File: config.mk
export PLATFORM = sky130hd
export DESIGN_NAME = ted_top
export DESIGN_NICKNAME = d
export VERILOG_FILES = /design/src/pkg/ted_pkg.sv /design/src/pkg/ted_src_if.sv /design/src/hw/ted_top.sv /design/src/hw/ted_prescaler.sv /design/src/hw/ted_event_sync.sv
export VERILOG_INCLUDE_DIRS = /design/src /design/src/pkg
export SDC_FILE = /design/constraint.sdc
export NUM_CORES = 1
export LEC_CHECK = 0
export ABC_AREA = 1
export BUFFER_PORTS_ARGS = -buffer_cell sky130_fd_sc_hd__buf_2
export CORE_UTILIZATION = 55
export CTS_CLUSTER_DIAMETER = 80
export DETAILED_ROUTE_END_ITERATION = 16
export GPL_ROUTABILITY_DRIVEN = 1
export PLACE_DENSITY = 0.87
export RECOVER_POWER = 100
export SLEW_MARGIN = 25
export SYNTH_ARGS = -nofsm -noshare
export SYNTH_HDL_FRONTEND = slang
export SYNTH_HIERARCHICAL = 1
export SYNTH_SLANG_ARGS = --single-unit
File: constraint.sdc
create_clock -name clock -period 3.1 [get_ports clock]
set_input_delay 0 -clock clock [delete_from_list [all_inputs] [get_ports clock]]
set_output_delay 0 -clock clock [all_outputs]
set_load 0.005 [all_outputs]
File: src/pkg/ted_defines.svh
// Purpose: Offsets, field positions, reset values and counts for the timer.
// Assumes: Included by bare name; definitions only.
// Notes: Byte addresses on a 32-bit APB, one aligned word per register.
`ifndef TED_DEFINES_SVH
`define TED_DEFINES_SVH

// Register byte addresses.
`define TED_ADDR_CTRL 8'h00
`define TED_ADDR_CMP 8'h04
`define TED_ADDR_STAT 8'h08
`define TED_ADDR_IRQ_STS 8'h0C
`define TED_ADDR_IRQ_MASK 8'h10
`define TED_ADDR_OPT 8'h14

// Control register fields.
`define TED_CTRL_PRESET_BIT 7
`define TED_CTRL_CLK_HI 6
`define TED_CTRL_CLK_LO 4
`define TED_CTRL_START_BIT 3
`define TED_CTRL_MODE_HI 2
`define TED_CTRL_MODE_LO 0

// Option register fields.
`define TED_OPT_SRC_SEL_BIT 0
`define TED_OPT_SLOW_BIT 1

// Status register fields.
`define TED_STAT_FLOP_BIT 8
`define TED_STAT_RUN_BIT 9

// Reset values.
`define TED_CTRL_RST 8'h00
`define TED_CMP_RST 8'hFF
`define TED_OPT_RST 2'h0
`define TED_FLOP_RST 1'b0

// Prescaler widths: fc/2^11 needs 11 stages, fs/2^3 needs 3.
`define TED_DIV_W 11
`define TED_FS_DIV_W 3

`endif

File: src/pkg/ted_pkg.sv
// Purpose: Types shared by the timer modules.
// Assumes: Field encodings match the control register layout.
// Notes: Codes not listed in the enums are illegal and handled by defaults.
`default_nettype none
package ted_pkg;

   // Operating mode field of the control register.
   typedef enum logic [2:0] {
      TED_MODE_TIMER = 3'h0,
      TED_MODE_DIVIDER = 3'h1,
      TED_MODE_EVENT = 3'h2
   } ted_mode_e;

   // Source clock field of the control register.
   typedef enum logic [2:0] {
      TED_CLK_DIV11 = 3'h0,
      TED_CLK_DIV7 = 3'h1,
      TED_CLK_DIV5 = 3'h2,
      TED_CLK_DIV3 = 3'h3
   } ted_clk_e;

   // Whole state of the channel core.
   typedef struct packed {
      logic [7:0] ctrl;
      logic [7:0] cmp;
      logic [1:0] opt;
      logic mask;
      logic ists;
      logic [7:0] cnt;
      logic flop;
      logic match;
      logic [31:0] prdata;
      logic pslverr;
   } ted_core_s;

   // Whole state of the prescaler.
   typedef struct packed {
      logic [10:0] div;
      logic [2:0] fsdiv;
      logic tick;
   } ted_pre_s;

   // Whole state of the event pin synchroniser.
   typedef struct packed {
      logic s1;
      logic s2;
      logic s3;
      logic fall;
   } ted_sync_s;

endpackage
`default_nettype wire

File: src/pkg/ted_src_if.sv
// Purpose: Carries source selection and count pulses between modules.
// Assumes: All signals on the one system clock.
// Notes: Pulses are one clock wide.
`default_nettype none
interface ted_src_if;
   logic [2:0] clk_sel; // Selected internal source.
   logic alt_src; // Prescaler source select option.
   logic slow; // Slow or sleep power mode.
   logic int_tick; // Internal source pulse.
   logic ev_fall; // Falling edge seen on the event pin.

   modport core (output clk_sel, output alt_src, output slow,
                 input int_tick, input ev_fall);
   modport pre (input clk_sel, input alt_src, input slow,
                output int_tick);
   modport sync (output ev_fall);
endinterface
`default_nettype wire

File: src/hw/ted_top.sv
// Purpose: One eight-bit timer, event counter and divider channel.
// Assumes: APB slave on the system clock at 200 MHz.
// Notes: Zero wait state bus; read data is captured in the setup cycle.
//
// Added by the designer: the placing of the registers and the APB register port.
`default_nettype none
`include "ted_defines.svh"

// Functional notes
// - Timer mode counts internal source, clears on match
// - Compare value takes effect right after write
// - Four fc sources; fs/2^3 alternative; slow fs only
// - Event mode counts pin falls, clears on match
// - Divider mode toggles flop, clears, interrupts
// - Divider pin drives inverted flop, square wave
// - Preset bit loads flop while stopped; reset clears it
// - Stopped divider output holds its level
// - Start at bit 3, preset at bit 7
// - Example control codes select timer and divider
module ted_top (
   input wire logic clock, // System clock, 200 MHz.
   input wire logic rst_n, // Synchronous reset, active low.
   input wire logic psel, // APB select.
   input wire logic penable, // APB access phase.
   input wire logic pwrite, // APB write when high.
   input wire logic [7:0] paddr, // APB byte address.
   input wire logic [31:0] pwdata, // APB write data.
   input wire logic [3:0] pstrb, // APB byte strobes.
   output logic [31:0] prdata, // APB read data.
   output logic pready, // APB ready.
   output logic pslverr, // APB error on unmapped address.
   input wire logic fs_tick, // Low-frequency clock pulse.
   input wire logic event_input_pin, // External event pin.
   output logic divider_output_pin, // Divider output, inverted flop.
   output logic channel_match_irq, // One-cycle pulse per match.
   output logic irq // Level interrupt, masked status.
);
   ted_pkg::ted_core_s st_r; // Registered state.
   ted_pkg::ted_core_s st_nxt; // Next state.
   ted_src_if src (); // Link to prescaler and synchroniser.

   logic setup_ph; // APB setup cycle.
   logic acc_wr; // Write takes effect this edge.
   logic acc_rd; // Read completes this edge.
   logic addr_ok; // Address is mapped.
   logic running; // Start bit set.
   logic old_start; // Start bit before this edge.
   ted_pkg::ted_mode_e mode; // Current mode field.
   logic cnt_tick; // Counter advances this cycle.
   logic [7:0] cnt_inc; // Counter plus one.
   logic hit; // Counter reaches compare value.
   logic [31:0] rd_val; // Read mux output.

   // Source prescaler.
   ted_prescaler u_pre (
      .clock(clock),
      .rst_n(rst_n),
      .fs_tick(fs_tick),
      .src(src.pre)
   );

   // Event pin synchroniser and falling edge finder.
   ted_event_sync u_sync (
      .clock(clock),
      .rst_n(rst_n),
      .event_input_pin(event_input_pin),
      .src(src.sync)
   );

   // Configuration handed to the prescaler straight from the registers.
   assign src.clk_sel = st_r.ctrl[`TED_CTRL_CLK_HI:`TED_CTRL_CLK_LO];
   assign src.alt_src = st_r.opt[`TED_OPT_SRC_SEL_BIT];
   assign src.slow = st_r.opt[`TED_OPT_SLOW_BIT];

   // Bus phase decode.
   assign setup_ph = psel & ~penable;
   assign acc_wr = psel & penable & pwrite & addr_ok;
   assign acc_rd = psel & penable & ~pwrite & addr_ok;

   // Address decode; anything else answers with an error.
   always_comb begin
      unique case (paddr)
         `TED_ADDR_CTRL,
         `TED_ADDR_CMP,
         `TED_ADDR_STAT,
         `TED_ADDR_IRQ_STS,
         `TED_ADDR_IRQ_MASK,
         `TED_ADDR_OPT: addr_ok = 1'b1;
         default: addr_ok = 1'b0;
      endcase
   end

   // Read mux; narrow registers sit in the low bits, the rest reads zero.
   always_comb begin
      rd_val = 32'h0000_0000;
      unique case (paddr)
         `TED_ADDR_CTRL: rd_val[7:0] = st_r.ctrl;
         `TED_ADDR_CMP: rd_val[7:0] = st_r.cmp;
         `TED_ADDR_STAT: begin
            rd_val[7:0] = st_r.cnt;
            rd_val[`TED_STAT_FLOP_BIT] = st_r.flop;
            rd_val[`TED_STAT_RUN_BIT] = running;
         end
         `TED_ADDR_IRQ_STS: rd_val[0] = st_r.ists;
         `TED_ADDR_IRQ_MASK: rd_val[0] = st_r.mask;
         `TED_ADDR_OPT: rd_val[1:0] = st_r.opt;
         default: rd_val = 32'h0000_0000;
      endcase
   end

   // Current control fields.
   assign old_start = st_r.ctrl[`TED_CTRL_START_BIT];
   assign running = old_start;
   assign mode = ted_pkg::ted_mode_e'(
      st_r.ctrl[`TED_CTRL_MODE_HI:`TED_CTRL_MODE_LO]);

   // Count source per mode; unsupported mode codes never count.
   always_comb begin
      unique case (mode)
         ted_pkg::TED_MODE_TIMER: cnt_tick = src.int_tick;
         ted_pkg::TED_MODE_DIVIDER: cnt_tick = src.int_tick;
         ted_pkg::TED_MODE_EVENT: cnt_tick = src.ev_fall;
         default: cnt_tick = 1'b0;
      endcase
   end

   // The compare value is read live from its register, so a write counts
   // from the very next tick; no shadow copy is kept.
   assign cnt_inc = st_r.cnt + 8'h01;
   assign hit = cnt_inc == st_r.cmp;

   // Next-state logic for the whole channel.
   always_comb begin
      st_nxt = st_r;
      st_nxt.match = 1'b0;

      // Counter: held at zero while stopped, so a start begins at zero.
      if (!running) begin
         st_nxt.cnt = 8'h00;
      end else if (cnt_tick) begin
         if (hit) begin
            // Match clears the counter and raises the request.
            st_nxt.cnt = 8'h00;
            st_nxt.match = 1'b1;
            // Divider mode also inverts the flop in the same event.
            if (mode == ted_pkg::TED_MODE_DIVIDER) begin
               st_nxt.flop = ~st_r.flop;
            end
         end else begin
            st_nxt.cnt = cnt_inc;
         end
      end

      // Register writes take effect at the access edge only.
      if (acc_wr && pstrb[0]) begin
         unique case (paddr)
            `TED_ADDR_CTRL: begin
               st_nxt.ctrl = pwdata[7:0];
               // The flop follows the preset bit only when the write lands
               // on a stopped channel. A stopping write leaves the flop
               // alone, so the output keeps its level after a stop.
               if (!old_start) begin
                  st_nxt.flop = pwdata[`TED_CTRL_PRESET_BIT];
               end else begin
                  st_nxt.flop = st_nxt.flop;
               end
            end
            `TED_ADDR_CMP: st_nxt.cmp = pwdata[7:0];
            `TED_ADDR_IRQ_MASK: st_nxt.mask = pwdata[0];
            `TED_ADDR_OPT: st_nxt.opt = pwdata[1:0];
            default: st_nxt.opt = st_nxt.opt;
         endcase
      end

      // Sticky status: a read clears it, a match in the same cycle wins.
      if (acc_rd && (paddr == `TED_ADDR_IRQ_STS)) begin
         st_nxt.ists = 1'b0;
      end
      if (st_nxt.match) begin
         st_nxt.ists = 1'b1;
      end

      // Read data and error are captured in the setup cycle so that the
      // access phase shows them from a flip-flop.
      if (setup_ph) begin
         st_nxt.prdata = pwrite ? 32'h0000_0000 : rd_val;
         st_nxt.pslverr = ~addr_ok;
      end
   end

   // State register, synchronous reset.
   always_ff @(posedge clock) begin
      if (!rst_n) begin
         st_r <= '{ctrl: `TED_CTRL_RST,
                   cmp: `TED_CMP_RST,
                   opt: `TED_OPT_RST,
                   mask: 1'b0,
                   ists: 1'b0,
                   cnt: 8'h00,
                   flop: `TED_FLOP_RST,
                   match: 1'b0,
                   prdata: 32'h0000_0000,
                   pslverr: 1'b0};
      end else begin
         st_r <= st_nxt;
      end
   end

   // Outputs. The divider pin shows the inverted flop in every mode, which
   // is why the preset bit should stay low outside divider mode.
   assign divider_output_pin = ~st_r.flop;
   assign channel_match_irq = st_r.match;
   assign irq = st_r.ists & st_r.mask;
   assign prdata = st_r.prdata;
   assign pslverr = st_r.pslverr & psel & penable;
   assign pready = 1'b1;
endmodule
`default_nettype wire

File: src/hw/ted_prescaler.sv
// Purpose: Divides the system clock into the selectable count sources.
// Assumes: clock is fc; fs_tick is a one-cycle pulse at the fs rate.
// Notes: A tick is one clock wide and comes from a flip-flop.
`default_nettype none
`include "ted_defines.svh"
module ted_prescaler (
   input wire logic clock, // System clock.
   input wire logic rst_n, // Synchronous reset, active low.
   input wire logic fs_tick, // Low-frequency clock pulse.
   ted_src_if.pre src // Selection in, tick out.
);
   ted_pkg::ted_pre_s st_r; // Registered state.
   ted_pkg::ted_pre_s st_nxt; // Next state.
   logic [3:0] fc_tick; // fc/2^11, 2^7, 2^5, 2^3 pulses.
   logic fs_div_tick; // fs/2^3 pulse.

   // One compare per fc tap; each tap fires when its low bits are all ones.
   localparam int TAP [4] = '{11, 7, 5, 3};
   genvar g;
   generate
      for (g = 0; g < 4; g++) begin : gen_tap
         assign fc_tick[g] = &st_r.div[TAP[g]-1:0];
      end
   endgenerate

   assign fs_div_tick = fs_tick & (&st_r.fsdiv);

   // Selection: slow modes only offer fs/2^3, which then ignores fc.
   always_comb begin
      st_nxt = st_r;
      st_nxt.div = st_r.div + 11'h001;
      st_nxt.fsdiv = fs_tick ? st_r.fsdiv + 3'h1 : st_r.fsdiv;
      st_nxt.tick = 1'b0;
      if (src.slow) begin
         // Other selections give no source at all in slow modes.
         st_nxt.tick = (src.clk_sel == 3'h0) & fs_div_tick;
      end else begin
         unique case (src.clk_sel)
            3'h0: st_nxt.tick = src.alt_src ? fs_div_tick : fc_tick[0];
            3'h1: st_nxt.tick = fc_tick[1];
            3'h2: st_nxt.tick = fc_tick[2];
            3'h3: st_nxt.tick = fc_tick[3];
            default: st_nxt.tick = 1'b0;
         endcase
      end
   end

   // State register.
   always_ff @(posedge clock) begin
      if (!rst_n) begin
         st_r <= '0;
      end else begin
         st_r <= st_nxt;
      end
   end

   assign src.int_tick = st_r.tick;
endmodule
`default_nettype wire

File: src/hw/ted_event_sync.sv
// Purpose: Brings the event pin into the clock domain and finds falls.
// Assumes: Each pin level lasts at least two machine cycles.
// Notes: Adds three clocks of latency from pin to pulse.
`default_nettype none
module ted_event_sync (
   input wire logic clock, // System clock.
   input wire logic rst_n, // Synchronous reset, active low.
   input wire logic event_input_pin, // Asynchronous event pin.
   ted_src_if.sync src // Falling edge pulse out.
);
   ted_pkg::ted_sync_s st_r; // Registered state.
   ted_pkg::ted_sync_s st_nxt; // Next state.

   // Two flops synchronise; only the second and later stages are compared.
   always_comb begin
      st_nxt = st_r;
      st_nxt.s1 = event_input_pin;
      st_nxt.s2 = st_r.s1;
      st_nxt.s3 = st_r.s2;
      st_nxt.fall = st_r.s3 & ~st_r.s2;
   end

   // State register; idle high so reset is not mistaken for a fall.
   always_ff @(posedge clock) begin
      if (!rst_n) begin
         st_r <= '{s1: 1'b1, s2: 1'b1, s3: 1'b1, fall: 1'b0};
      end else begin
         st_r <= st_nxt;
      end
   end

   assign src.ev_fall = st_r.fall;
endmodule
`default_nettype wire

==> metrics.md, run 1 <==
| Metric | Value |
|---|---|
| CP bufs+invs | `1` |
| CTS H-tree lvls | `3` |
| Final Hold Vio Count | `0` |
| First-pass detailed-route iteration total | `5` |
| Placer Congestion | `around 0.9` |
| Final std cells w/o fill | `a little under 600` |
| Synth Area in Compound Gates | `~14%` |
| Final instance area | `0.00363 sq mm` |
| # DRC | `0` |
| Primary FF master, synth | `dfxtp_1` |
| Routed Wire Length | `about 7700 um` |
| Largest family of logic cells by synthesized area | `simple AND/OR/NAND/NOR gates` |
| Resized cells post-CTS | `0` |
| Gr usage total | `between 20% and 30%` |
| Unrepaired setup endpoints after global routing | `false` |
| Setup ws final | `a little over 0.8 ns` |
| Min-Delay Path Class | `input pin to register` |
| Total Power | `roughly 1.6 mW` |
| Peak supply drop | `0.000316 V` |
| Core area | `around 0.0057 sq mm` |
| Pre-CTS setup slack | `1.13 ns` |
| Ys async rst share | `0%` |
| Top cells by area, synth | `dfxtp_1 36%, nand2_1 12%, buf_4 7.9%` |
| Synth Area in Simple Gates | `a little under 30%` |
| Clock Path Buffers | `2` |
| Area grow syn2layout | `9.28%` |
| Clock Latency Late Sink | `~0.35 ns` |
| Critical Path Sink Type | `register` |
| Cts bufs inserted | `9` |
| Crit-path max FO | `7` |
| Hold path start | `psel` |
| Maxcap violations | `0` |
| # port buffers | `37` |
| Antenna violations before repair | `0` |
| Worst path most repeated cell | `nand2_1` |
| Detail Placement HPWL | `around 5500 um` |
| Yosys reg bits | `60` |
| Top delay family on crit path | `simple AND/OR/NAND/NOR gates` |
| Post-synth EDFFs | `0` |
| Cell depth of the worst setup path | `13` |
| Origin of the critical flop-to-flop path | `st_r[36]` |
| Site Rows | `27` |
| Yosys warning count | `6` |
| Number of diodes | `0` |
| P per Cell Area | `between 400 and 500 mW/mm^2` |
| Post-synth cell types | `40` |
| Share of cells above drive strength 1 | `about a tenth` |
| First-pass GRT wire length | `around 13,000 um` |
| Final Core Density | `~64%` |
| Crit-path cells | `ha_1 > nand2_1 > nor2_1 > nand2_1 > nand2_1 > nand3_1 > nand2_1 > nor2_1 > nand3_2 > nand2_1 > inv_1 > nand3_1 > a21oi_1` |
| Post-Synth XOR/XNOR Area | `0.792%` |
| CTS root buffer | `clkbuf_8` |
| Netlist Area Pre-Place | `0.00332 sq mm` |
| Mean area per synthesized cell | `between 6 and 7 sq um` |
| Drt via density | `between 5 and 6` |
| Worst-margin pin slew | `~1.4 ns` |
| Initial cell density of the core | `between 50% and 60%` |
| Vias in the first global route | `roughly 2,900` |
| Leak Pwr | `around 1.7 nW` |
| Worst Hold Slack | `roughly 0.050 ns` |
| Synth Instances | `475` |
| Min-Delay Path Depth | `4` |
| Synth area leader | `dfxtp_1` |
| # IOs | `88` |
| Rel. slew slack | `under 10%` |
| 1st-iter DRT viols | `approximately 240` |
| Worst r2r dst | `st_r[42]` |
| Grt total ovfl | `0` |
| Post-synth top area share | `36.2%` |
| Post-place instance area | `about 0.0034 sq mm` |
| Post-synthesis sequential area ratio | `a little over a third` |
| Hold endpoint | `st_r[0]` |
| Critical path arrival | `2.55 ns` |
| Die W | `roughly 80 um` |
| Setup repair bufs after CTS | `0` |
| Critical Path RT | `3.36 ns` |
| Fill count | `around 540` |
| Worst path max stage delay | `0.44 ns` |
| WL/cell | `about 13 um` |
| Tcrit/Tclk final | `about 74%` |
| Reg area | `0.00120 sq mm` |
| FF-to-FF setup slack | `0.80 ns` |
| Die ar. | `around 0.0063 sq mm` |
| Top-count cell post-synth | `nand2_1` |
| Crit Path Category | `register to register` |
| Antenna viol nets, final | `0` |
| Mux cell area share after synthesis | `0%` |
| Final nets | `approximately 570` |
| Reg clk slew, reported paths | `approximately 0.06 ns` |
| Post-synthesis adder-cell area fraction | `2.26%` |
| Clock sink total | `60` |
| Final Max Slew Viols | `0` |
| Die Y | `79.7 um` |
| Synth cell count leaders | `107 x nand2_1, 67 x inv_1, 60 x dfxtp_1, 36 x a21oi_1, 35 x buf_4` |
| Minimum clock period | `between 2 and 2.5 ns` |
| Slowest stage cell, crit path | `dfxtp_1` |
| Crit path launch type | `register` |
| Clock skew | `between 0.006 and 0.007 ns` |
| CTS tree | `done` |
| Via count | `between 3,000 and 4,000` |
| Endpoints failing setup | `0` |
| Setup_tns | `0 ns` |
| Area of the multi-input gates | `0.00158 sq mm` |
| Status | `finished, final reports clean` |
| Largest net degree at the start of global routing | `38` |
| Maximum clock rate | `around 0.44 GHz` |
| Placed insts | `~560` |
| R2R cell count | `13` |
[placed cells by master, fill, tap and decap left out, types with 4 or more instances in the layout]
| cell type | n |
|---|---|
| a21oi_1 | 37 |
| buf_2 | 26 |
| clkbuf_1 | 12 |
| clkbuf_8 | 9 |
| conb_1 | 23 |
| dfxtp_1 | 60 |
| dlygate4sd3_1 | 12 |
| ha_1 | 6 |
| inv_1 | 68 |
| nand2_1 | 110 |
| nand2_2 | 4 |
| nand3_1 | 34 |
| nand4_1 | 8 |
| nor2_1 | 37 |
| o211ai_1 | 8 |
| o21ai_0 | 23 |
| o221ai_1 | 4 |
[per-layer routing]
| metal | vias up | share of wire, % | track usage [%] |
|---|---|---|---|
| li1 | 1561 | - | - |
| met3 | 23 | 5.8 | 5.83 |
| met2 | 116 | 49 | 44.8 |
| met1 | 1401 | 42 | 29.4 |
| met5 | - | 0 | 0 |
| met4 | 0 | 2.9 | 13.5 |
[flip-flops by register name, summed over array words and instances (netlist names)]
signal              count
u_sync/st_nxt           2
mode                    3
channel_match_irq       1
u_sync/src.ev_fall      1
src.alt_src             1
u_pre/st_r             14
src.clk_sel             3
prdata                 10
old_start               1
src.slow                1
u_sync/st_r             1
st_r                   21
u_pre/src.int_tick      1
[report_power, final]
| part | total [mW] | switching, mW | internal (mW) |
|---|---|---|---|
| Combinational | 0.0855 | 0.0520 | 0.0335 |
| Sequential | 0.787 | 0.00657 | 0.781 |
| Clock | 0.725 | 0.288 | 0.438 |
| Total | 1.60 | 0.346 | 1.25 |
[worst max path at each step]
stage	from	endpoint
floorplan	st_r[36]	st_r[39]
global placement	st_r[36]	st_r[42]
detailed placement	st_r[36]	st_r[42]
CTS	st_r[36]	st_r[42]
global route	st_r[36]	st_r[40]
finish	st_r[36]	st_r[42]
[tightest hold or removal path: cells and delay by family]
kind            cells  cell delay (ns)
simple gates        1             0.06
compound gates      1             0.13
buf+inv             2             0.16
[cells by family after synthesis]
family | Yosys count
AO/OA/AOI/OAI | 82
XOR/XNOR | 3
adder cells (fa/ha/maj) | 6
buffers and inverters | 112
flip-flops | 60
other | 2
AND/OR/NAND/NOR | 210
[layout make-up]
type                            instances  share of cell area, %
Multi-Input combinational cell        324                   43.7
Clock buffer                           10                   3.52
Timing Repair Buffer                   49                   8.04
Tap cell                               72                   2.48
Inverter                               71                   7.35
Sequential cell                        60                   33.1
Clock inverter                          3                   1.79
[timing repair]
action / in CTS / in global routing
endpoints found under the setup margin: 0 / 0
hold endpoints to repair: 24 / 0
hold buffers: 12 / 0
Power figures use the tool's default switching activity.
==> run 2, diff against run 1 <==
--- a/config.mk
+++ b/config.mk
@@ -8,11 +8,11 @@
 export LEC_CHECK = 0
 export ABC_AREA = 1
 export BUFFER_PORTS_ARGS = -buffer_cell sky130_fd_sc_hd__buf_2
-export CORE_UTILIZATION = 55
+export CORE_UTILIZATION = 53
 export CTS_CLUSTER_DIAMETER = 80
 export DETAILED_ROUTE_END_ITERATION = 16
 export GPL_ROUTABILITY_DRIVEN = 1
-export PLACE_DENSITY = 0.87
+export PLACE_DENSITY = 0.84
 export RECOVER_POWER = 100
 export SLEW_MARGIN = 25
 export SYNTH_ARGS = -nofsm -noshare
==> constraint.sdc (replaced) <==
create_clock -name clock -period 2.15 [get_ports clock]
set_input_delay 0 -clock clock [delete_from_list [all_inputs] [get_ports clock]]
set_output_delay 0 -clock clock [all_outputs]
set_load 0.005 [all_outputs]
==> run 2 against run 1 <==
  * Clock power up 35%
  * Setup slack worse by 0.64 ns
  * Sequential share of layout area shrank 0.18 points
  * Clock skew up 0.0057 ns
  * Combinational power is 45% higher
  * Sequential power up 44%
  * Routed wire length down 3.3%
  * Die area is 3.7% higher
  * Global-route usage shrank 1.9 points
  * Non-clock buffer count increased by 2
  * Critical endpoint is now st_r[37]
  * Largest cell class unchanged
==> metrics.md, run 2 (synthesis results as in run 1) <==
| Metric | Value |
|---|---|
| Status | `finished, final reports clean` |
| Switching power of the nets | `0.532 mW (+54%)` |
| Top reg by flops | `st_r` |
| Final nets | `574 (+0.35%)` |
| Leak Pwr | `1.67 nW (-0.91%)` |
| CTS tree | `done` |
| Critical path arrival | `2.25 ns (-0.30 ns)` |
| Unrepaired setup endpoints after global routing | `false` |
| Max reg flops | `21 (unchanged)` |
| CTS root buffer | `clkbuf_8` |
| Maxcap violations | `0 (unchanged)` |
| Initial cell density of the core | `55.4% (-3.1 points)` |
| Switching Share | `23.8% (+2.1 points)` |
| Antenna viol nets, final | `0 (unchanged)` |
| Crit path launch type | `register` |
| # IOs | `88 (unchanged)` |
| Hold path start | `rst_n` |
| Area grow syn2layout | `9.88%` |
| Critical Path RT | `2.41 ns (-0.95 ns)` |
| GR peak layer | `met2` |
| Drt via density | `5.26 (-0.13%)` |
| First-pass detailed-route iteration total | `5 (unchanged)` |
| Minimum clock period | `1.98 ns (-0.310 ns)` |
| Crit Path Category | `register to register` |
| Final Hold Vio Count | `0 (unchanged)` |
| Worst r2r dst | `st_r[37]` |
| Rel. slew slack | `59.3% (+56 points)` |
| CP Launch Point | `st_r[35]` |
| WL/cell | `12.5 um (-4.6%)` |
| Min-Delay Path Depth | `2 (-2)` |
| Largest net degree at the start of global routing | `20 (-47%)` |
| Met3 usage | `7.30% (+1.5 points)` |
| Site Rows | `28 (+3.7%)` |
| CTS H-tree lvls | `3 (unchanged)` |
| Clock sink total | `60 (unchanged)` |
| Fill count | `568 (+6.0%)` |
| Logic pwr share | `5.5% (about the same)` |
| Setup ws final | `0.165 ns (-0.640 ns)` |
| End point of the critical path | `st_r[37]` |
| Clock Path Buffers | `2 (unchanged)` |
| Total Power | `2.24 mW (+40%)` |
| Routed Wire Length | `7480 um (-3.3%)` |
| Cts bufs inserted | `9 (unchanged)` |
| Setup repair bufs after CTS | `0 (unchanged)` |
| Maximum clock rate | `0.504 GHz (+16%)` |
| P per Cell Area | `613 mW/mm^2 (+39%)` |
| Core area | `0.00599 sq mm (+5.6%)` |
| Worst-margin pin slew | `0.610 ns (-0.837 ns)` |
| FF-to-FF setup slack | `0.17 ns (-0.64 ns)` |
| Clk pwr share | `43.7% (-1.7 points)` |
| Pre-CTS setup slack | `0.245 ns (-0.885 ns)` |
| # DRC | `0 (unchanged)` |
| Critical Path Sink Type | `register` |
| Origin of the critical flop-to-flop path | `st_r[35]` |
| Tcrit/Tclk final | `92.3% (+18 points)` |
| Via count | `3,139 (+1.2%)` |
| Commonest non-fill, non-tap cell in the layout | `nand2_1` |
| Peak supply drop | `0.000530 V (+67%)` |
| Seq pwr share | `50.7% (+1.4 points)` |
| Min-Delay Path Class | `input pin to register` |
| GR Layer Usage met2 | `42.3% (-2.5 points)` |
| Endpoints failing setup | `0 (unchanged)` |
| Clock Latency Late Sink | `0.35 ns (about the same)` |
| R2R cell count | `13 (unchanged)` |
| Antenna violations before repair | `0 (unchanged)` |
| Most frequent cells in the layout | `109 x nand2_1, 67 x inv_1, 60 x dfxtp_1, 37 x a21oi_1` |
| Grt total ovfl | `0 (unchanged)` |
| First-pass GRT wire length | `11,800 um (-5.3%)` |
| Number of diodes | `0 (unchanged)` |
| # port buffers | `37 (unchanged)` |
| Placer Congestion | `0.924 (+1.6%)` |
| M1 GR Usage | `27.1% (-2.2 points)` |
| Die W | `81.1 um (+1.8%)` |
| Crit-path max FO | `7 (unchanged)` |
| Int Pwr | `1.70 mW (+36%)` |
| Detail Placement HPWL | `5400 um (-2.7%)` |
| Die Y | `81.1 um (+1.8%)` |
| Final instance area | `0.00365 sq mm (+0.55%)` |
| 1st-iter DRT viols | `217 (-7.7%)` |
| Post-place instance area | `0.00340 sq mm (+0.56%)` |
| Clock skew | `0.0117 ns (+0.00569 ns)` |
| Setup_tns | `0 ns (unchanged)` |
| Share of cells above drive strength 1 | `12.1% (+1.4 points)` |
| Gr usage total | `23.9% (-1.9 points)` |
| Vias in the first global route | `2,762 (-4.0%)` |
| Final Max Slew Viols | `0 (unchanged)` |
| Die ar. | `0.00658 sq mm (+3.7%)` |
| Reg clk slew, reported paths | `0.07 ns (about the same)` |
-- run 2: cell count changes in the layout (fill, tap and decap cells not counted), sizes merged --
cell      previous run  this run
clkinvlp             0         1
clkbuf              21        24
bufinv               2         1
clkinv               1         3
-- run 2: worst max-delay path, stage by stage (launching register included) --
cell     delay, ns
dfxtp_1       0.40
ha_2          0.25
nand2_1       0.13
nor2_2        0.18
nand2_1       0.09
nand2_1       0.07
nand3_1       0.10
nand2_1       0.09
nor2_1        0.05
nand3_2       0.07
nand2_2       0.06
inv_2         0.15
nand3_1       0.10
a21oi_1       0.15
-- run 2: power groups by stage --
stage	Clock, mW	Sequential [mW]	Combinational, mW
6_report	0.978	1.13	0.124
5_1_grt	1.05	1.13	0.142
4_1_cts	0.992	1.13	0.124
3_5_place_dp	0	1.16	0.106
3_3_place_gp	0	1.16	0.103
2_1_floorplan	0	1.16	0.0941
-- run 2: worst min-delay path by stage --
stage | to | slack, ns
2_1_floorplan | u_sync/st_nxt[2] | 0.07
3_3_place_gp | u_sync/st_nxt[2] | 0.17
3_5_place_dp | u_sync/st_nxt[2] | 0.17
4_1_cts | st_r[54] | 0.001
5_1_grt | st_r[54] | 0.04
6_report | st_r[54] | 0.01
-- run 2: layout make-up --
type	count	area, sq um	share of cell area (%)
Multi-Input combinational cell	324	1600	43.8
Clock buffer	11	131	3.60
Sequential cell	60	1200	32.9
Timing Repair Buffer	51	304	8.34
Inverter	71	267	7.31
Tap cell	75	93.8	2.57
Clock inverter	5	52.6	1.44
-- run 2: metal layers --
| metal | wire, um | vias up |
|---|---|---|
| li1 | - | 1569 |
| met3 | 444 | 13 |
| met2 | 3780 | 99 |
| met5 | 0 | - |
| met1 | 3130 | 1458 |
| met4 | 123 | 0 |
-- run 2: timing repair --
action,in CTS,in global routing
hold buffers,12,0
endpoints found under the setup margin,0,4
hold endpoints to repair,25,0
resized for setup,0,1
-- run 2: through the flow --
stage / hold WS, ns / std cells / utilization (%)
after CTS: 0.00128 / 597 / 61.8
after floorplan: 0.0687 / 496 / -
after detailed placement: 0.172 / 569 / 56.7
after global routing: 0.0444 / 597 / 60.9
after global placement: 0.171 / 569 / 56.7
final: 0.0137 / 597 / 60.9
==> run 3, diff against run 2 <==
--- a/config.mk
+++ b/config.mk
@@ -17,5 +17,4 @@
 export SLEW_MARGIN = 25
 export SYNTH_ARGS = -nofsm -noshare
 export SYNTH_HDL_FRONTEND = slang
-export SYNTH_HIERARCHICAL = 1
 export SYNTH_SLANG_ARGS = --single-unit
==> run 3 against run 2 <==
  * Register-to-register slack better by 0.09 ns
  * Clock skew is 0.0023 ns lower
  * Cell area up 1.4%
  * Sequential power is essentially flat
  * Clock power increased by 22%
  * Global-route usage is 1.6 points higher
  * Routed wire length rose by 1.5%
  * Core utilization increased by 1.6 points
  * Die area decreased by 1.8%
  * Critical endpoint is now prdata[7]
==> metrics.md, run 3 <==
| Metric | Value |
|---|---|
| P per Cell Area | `661 mW/mm^2 (+7.8%)` |
| Crit-path max FO | `11 (+4)` |
| First-pass detailed-route iteration total | `5 (unchanged)` |
| Area grow syn2layout | `13.5%` |
| # port buffers | `37 (unchanged)` |
| Hold path start | `psel` |
| Post-synth EDFFs | `0 (unchanged)` |
| Crit-path cells | `dlygate4sd3_1 > buf_2 > nor2_1 > inv_1 > nor2_1 > inv_1 > nor3_1 > buf_4 > o21ai_0 > a21oi_1` |
| Minimum clock period | `1.92 ns (-0.0663 ns)` |
| Number of diodes | `0 (unchanged)` |
| Yosys reg bits | `60 (unchanged)` |
| Antenna viol nets, final | `0 (unchanged)` |
| Switching power of the nets | `0.554 mW (+4.0%)` |
| Antenna violations before repair | `0 (unchanged)` |
| Peak supply drop | `0.000611 V (+15%)` |
| Top cells by area, synth | `dfxtp_1 37%, nand2_1 11%, buf_4 7.8%` |
| Top-count cell post-synth | `nand2_1` |
| Via count | `3,106 (-1.1%)` |
| Hold endpoint | `st_r[0]` |
| CTS root buffer | `clkbuf_8` |
| Pre-CTS setup slack | `0.218 ns (-0.0274 ns)` |
| Largest family of logic cells by synthesized area | `simple AND/OR/NAND/NOR gates` |
| Mean area per synthesized cell | `6.89 sq um (-1.4%)` |
| Ys async rst share | `0% (unchanged)` |
| Post-synthesis adder-cell area fraction | `2.31% (+0.043 points)` |
| Final Core Density | `62.4% (+1.6 points)` |
| R2R cell count | `13 (unchanged)` |
| Tcrit/Tclk final | `89.2% (-3.1 points)` |
| Detail Placement HPWL | `5490 um (+1.7%)` |
| CTS tree | `done` |
| Post-synthesis sequential area ratio | `36.9% (+0.68 points)` |
| Max reg flops | `21 (unchanged)` |
| Yosys warning count | `0 (-6)` |
| Cts bufs inserted | `9 (unchanged)` |
| Gr usage total | `25.5% (+1.6 points)` |
| Post-Synth XOR/XNOR Area | `1.08% (+0.28 points)` |
| Final Hold Vio Count | `0 (unchanged)` |
| Logic pwr share | `5.1% (-0.4 points)` |
| Site Rows | `28 (unchanged)` |
| Synth Area in Simple Gates | `29.6% (+0.17 points)` |
| Final nets | `573 (-0.17%)` |
| Origin of the critical flop-to-flop path | `st_r[35]` |
| Clock Path Buffers | `2 (unchanged)` |
| Post-synth top area share | `36.9% (+0.68 points)` |
| Die W | `80.4 um (-0.91%)` |
| Most frequent cells in the layout | `97 x nand2_1, 67 x inv_1, 60 x dfxtp_1, 43 x nor2_1, 39 x nand3_1` |
| Synth Area in Compound Gates | `12.8% (-1.4 points)` |
| Clock sink total | `60 (unchanged)` |
| FF-to-FF setup slack | `0.26 ns (+0.09 ns)` |
| Min-Delay Path Class | `input pin to register` |
| Share of cells above drive strength 1 | `13.4% (+1.4 points)` |
| Die ar. | `0.00646 sq mm (-1.8%)` |
| Setup_tns | `0 ns (unchanged)` |
| Final instance area | `0.00370 sq mm (+1.4%)` |
| Int Pwr | `1.89 mW (+11%)` |
| Netlist Area Pre-Place | `0.00326 sq mm (-1.8%)` |
| Area of the multi-input gates | `0.00158 sq mm (-0.86%)` |
| Min-Delay Path Depth | `4 (+2)` |
| Unrepaired setup endpoints after global routing | `false` |
| Fill count | `534 (-6.0%)` |
| Drt via density | `5.21 (-0.89%)` |
| Rel. slew slack | `50.9% (-8.4 points)` |
| # IOs | `88 (unchanged)` |
| Final std cells w/o fill | `596 (-0.17%)` |
| Post-place instance area | `0.00335 sq mm (-1.4%)` |
| Worst-margin pin slew | `0.737 ns (+0.126 ns)` |
| WL/cell | `12.7 um (+1.7%)` |
| Status | `finished, final reports clean` |
| Slowest stage cell, crit path | `dlygate4sd3_1` |
| # DRC | `0 (unchanged)` |
| Post-synth cell types | `33 (-18%)` |
| Synth Instances | `473 (-0.42%)` |
| Reg clk slew, reported paths | `0.07 ns (about the same)` |
| Worst r2r dst | `st_r[42]` |
| Clock Latency Late Sink | `0.35 ns (about the same)` |
| CTS H-tree lvls | `3 (unchanged)` |
| Switching Share | `22.6% (-1.2 points)` |
| Critical Path RT | `2.42 ns (about the same)` |
| Vias in the first global route | `2,776 (+0.51%)` |
| Grt total ovfl | `0 (unchanged)` |
| Largest net degree at the start of global routing | `22 (+10%)` |
| Placer Congestion | `0.886 (-4.1%)` |
| Clk pwr share | `48.6% (+4.9 points)` |
| Initial cell density of the core | `55.0% (-0.38 points)` |
| Commonest non-fill, non-tap cell in the layout | `nand2_1` |
| Crit path launch type | `input pin` |
| Final Max Slew Viols | `0 (unchanged)` |
| Maximum clock rate | `0.521 GHz (+3.5%)` |
| Setup ws final | `0.231 ns (+0.0663 ns)` |
| 1st-iter DRT viols | `176 (-19%)` |
| Critical path arrival | `2.19 ns (-0.06 ns)` |
| Mux cell area share after synthesis | `0% (unchanged)` |
| Reg area | `0.00120 sq mm (unchanged)` |
| Core area | `0.00592 sq mm (-1.2%)` |
| Clock skew | `0.00935 ns (-0.00235 ns)` |
| Primary FF master, synth | `dfxtp_1` |
| Die Y | `80.4 um (-0.91%)` |
| Top reg by flops | `st_r` |
| Routed Wire Length | `7590 um (+1.5%)` |
| Synth cell count leaders | `96 x nand2_1, 67 x inv_1, 60 x dfxtp_1, 41 x nor2_1, 39 x nand3_1` |
| Endpoints failing setup | `0 (unchanged)` |
| Worst path max stage delay | `0.54 ns (+0.14 ns)` |
| Placed insts | `568 (-0.18%)` |
| Crit Path Category | `input pin to register` |
| Leak Pwr | `1.68 nW (+0.50%)` |
| Critical Path Sink Type | `register` |
| Seq pwr share | `46.3% (-4.4 points)` |
| Maxcap violations | `0 (unchanged)` |
| First-pass GRT wire length | `12,500 um (+5.1%)` |
| Synth area leader | `dfxtp_1` |
==> run 3: cell types whose count changed after synthesis, sizes merged, moves of 5 or more <==
cell	before	now
a21oi	37	32
nand2	114	102
nand3	36	41
nor2	42	47
nor3	4	11
==> run 3: final cells by class <==
class	instances	area share (%)
Multi-Input combinational cell	322	42.8
Sequential cell	60	32.5
Timing Repair Buffer	53	8.70
Inverter	70	7.11
Clock buffer	11	4.09
Tap cell	75	2.54
Clock inverter	5	2.27
==> run 3: worst max-delay path by stage <==
stage	startpoint	endpoint	cells after the start
2_1_floorplan	st_r[35]	st_r[39]	12
3_3_place_gp	st_r[35]	st_r[42]	12
3_5_place_dp	st_r[35]	st_r[42]	12
4_1_cts	st_r[35]	st_r[42]	12
5_1_grt	st_r[35]	st_r[42]	13
6_report	penable	prdata[7]	10
==> run 3: timing repair <==
item,4_1_cts,5_1_grt
hold endpoints to repair,25,0
hold buffers,12,0
resized for setup,0,2
setup buffers,0,0
endpoints found under the setup margin,0,8
==> run 3: kinds of logic after synthesis <==
logic type | Yosys count
DFF | 60
buffers and inverters | 112
other | 2
adders and majority gates | 6
AOI/OAI and AO/OA | 75
and+or+nand+nor | 214
xor gates and xnor gates | 4
==> run 3: per-layer routing <==
layer | track usage [%] | up-vias | share of wire (%)
met2 | 43.6 | 115 | 49
met3 | 5.34 | 22 | 5.3
li1 | - | 1554 | -
met4 | 13.2 | 0 | 3.1
met5 | 0 | - | 0
met1 | 29.8 | 1415 | 43
==> run 3: worst max-delay path: cells and delay by family <==
kind	cells	cell delay, ns
buf+inv	5	1.20
simple gates	3	0.69
compound gates	2	0.32
==> run 3: metrics by stage <==
step                      hold WS [ns]  power (mW)
after detailed placement         0.192        1.26
after floorplan                  0.107        1.25
after CTS                      0.00270        2.46
after global placement           0.185        1.26
final                           0.0260        2.44
after global routing            0.0898        2.52
==> run 3: power groups by stage <==
stage          combinational (mW)  clock, mW  sequential (mW)
3_5_place_dp                0.106          0             1.16
2_1_floorplan              0.0937          0             1.16
6_report                    0.124       1.19             1.13
4_1_cts                     0.123       1.20             1.13
5_1_grt                     0.140       1.25             1.13
3_3_place_gp                0.101          0             1.16
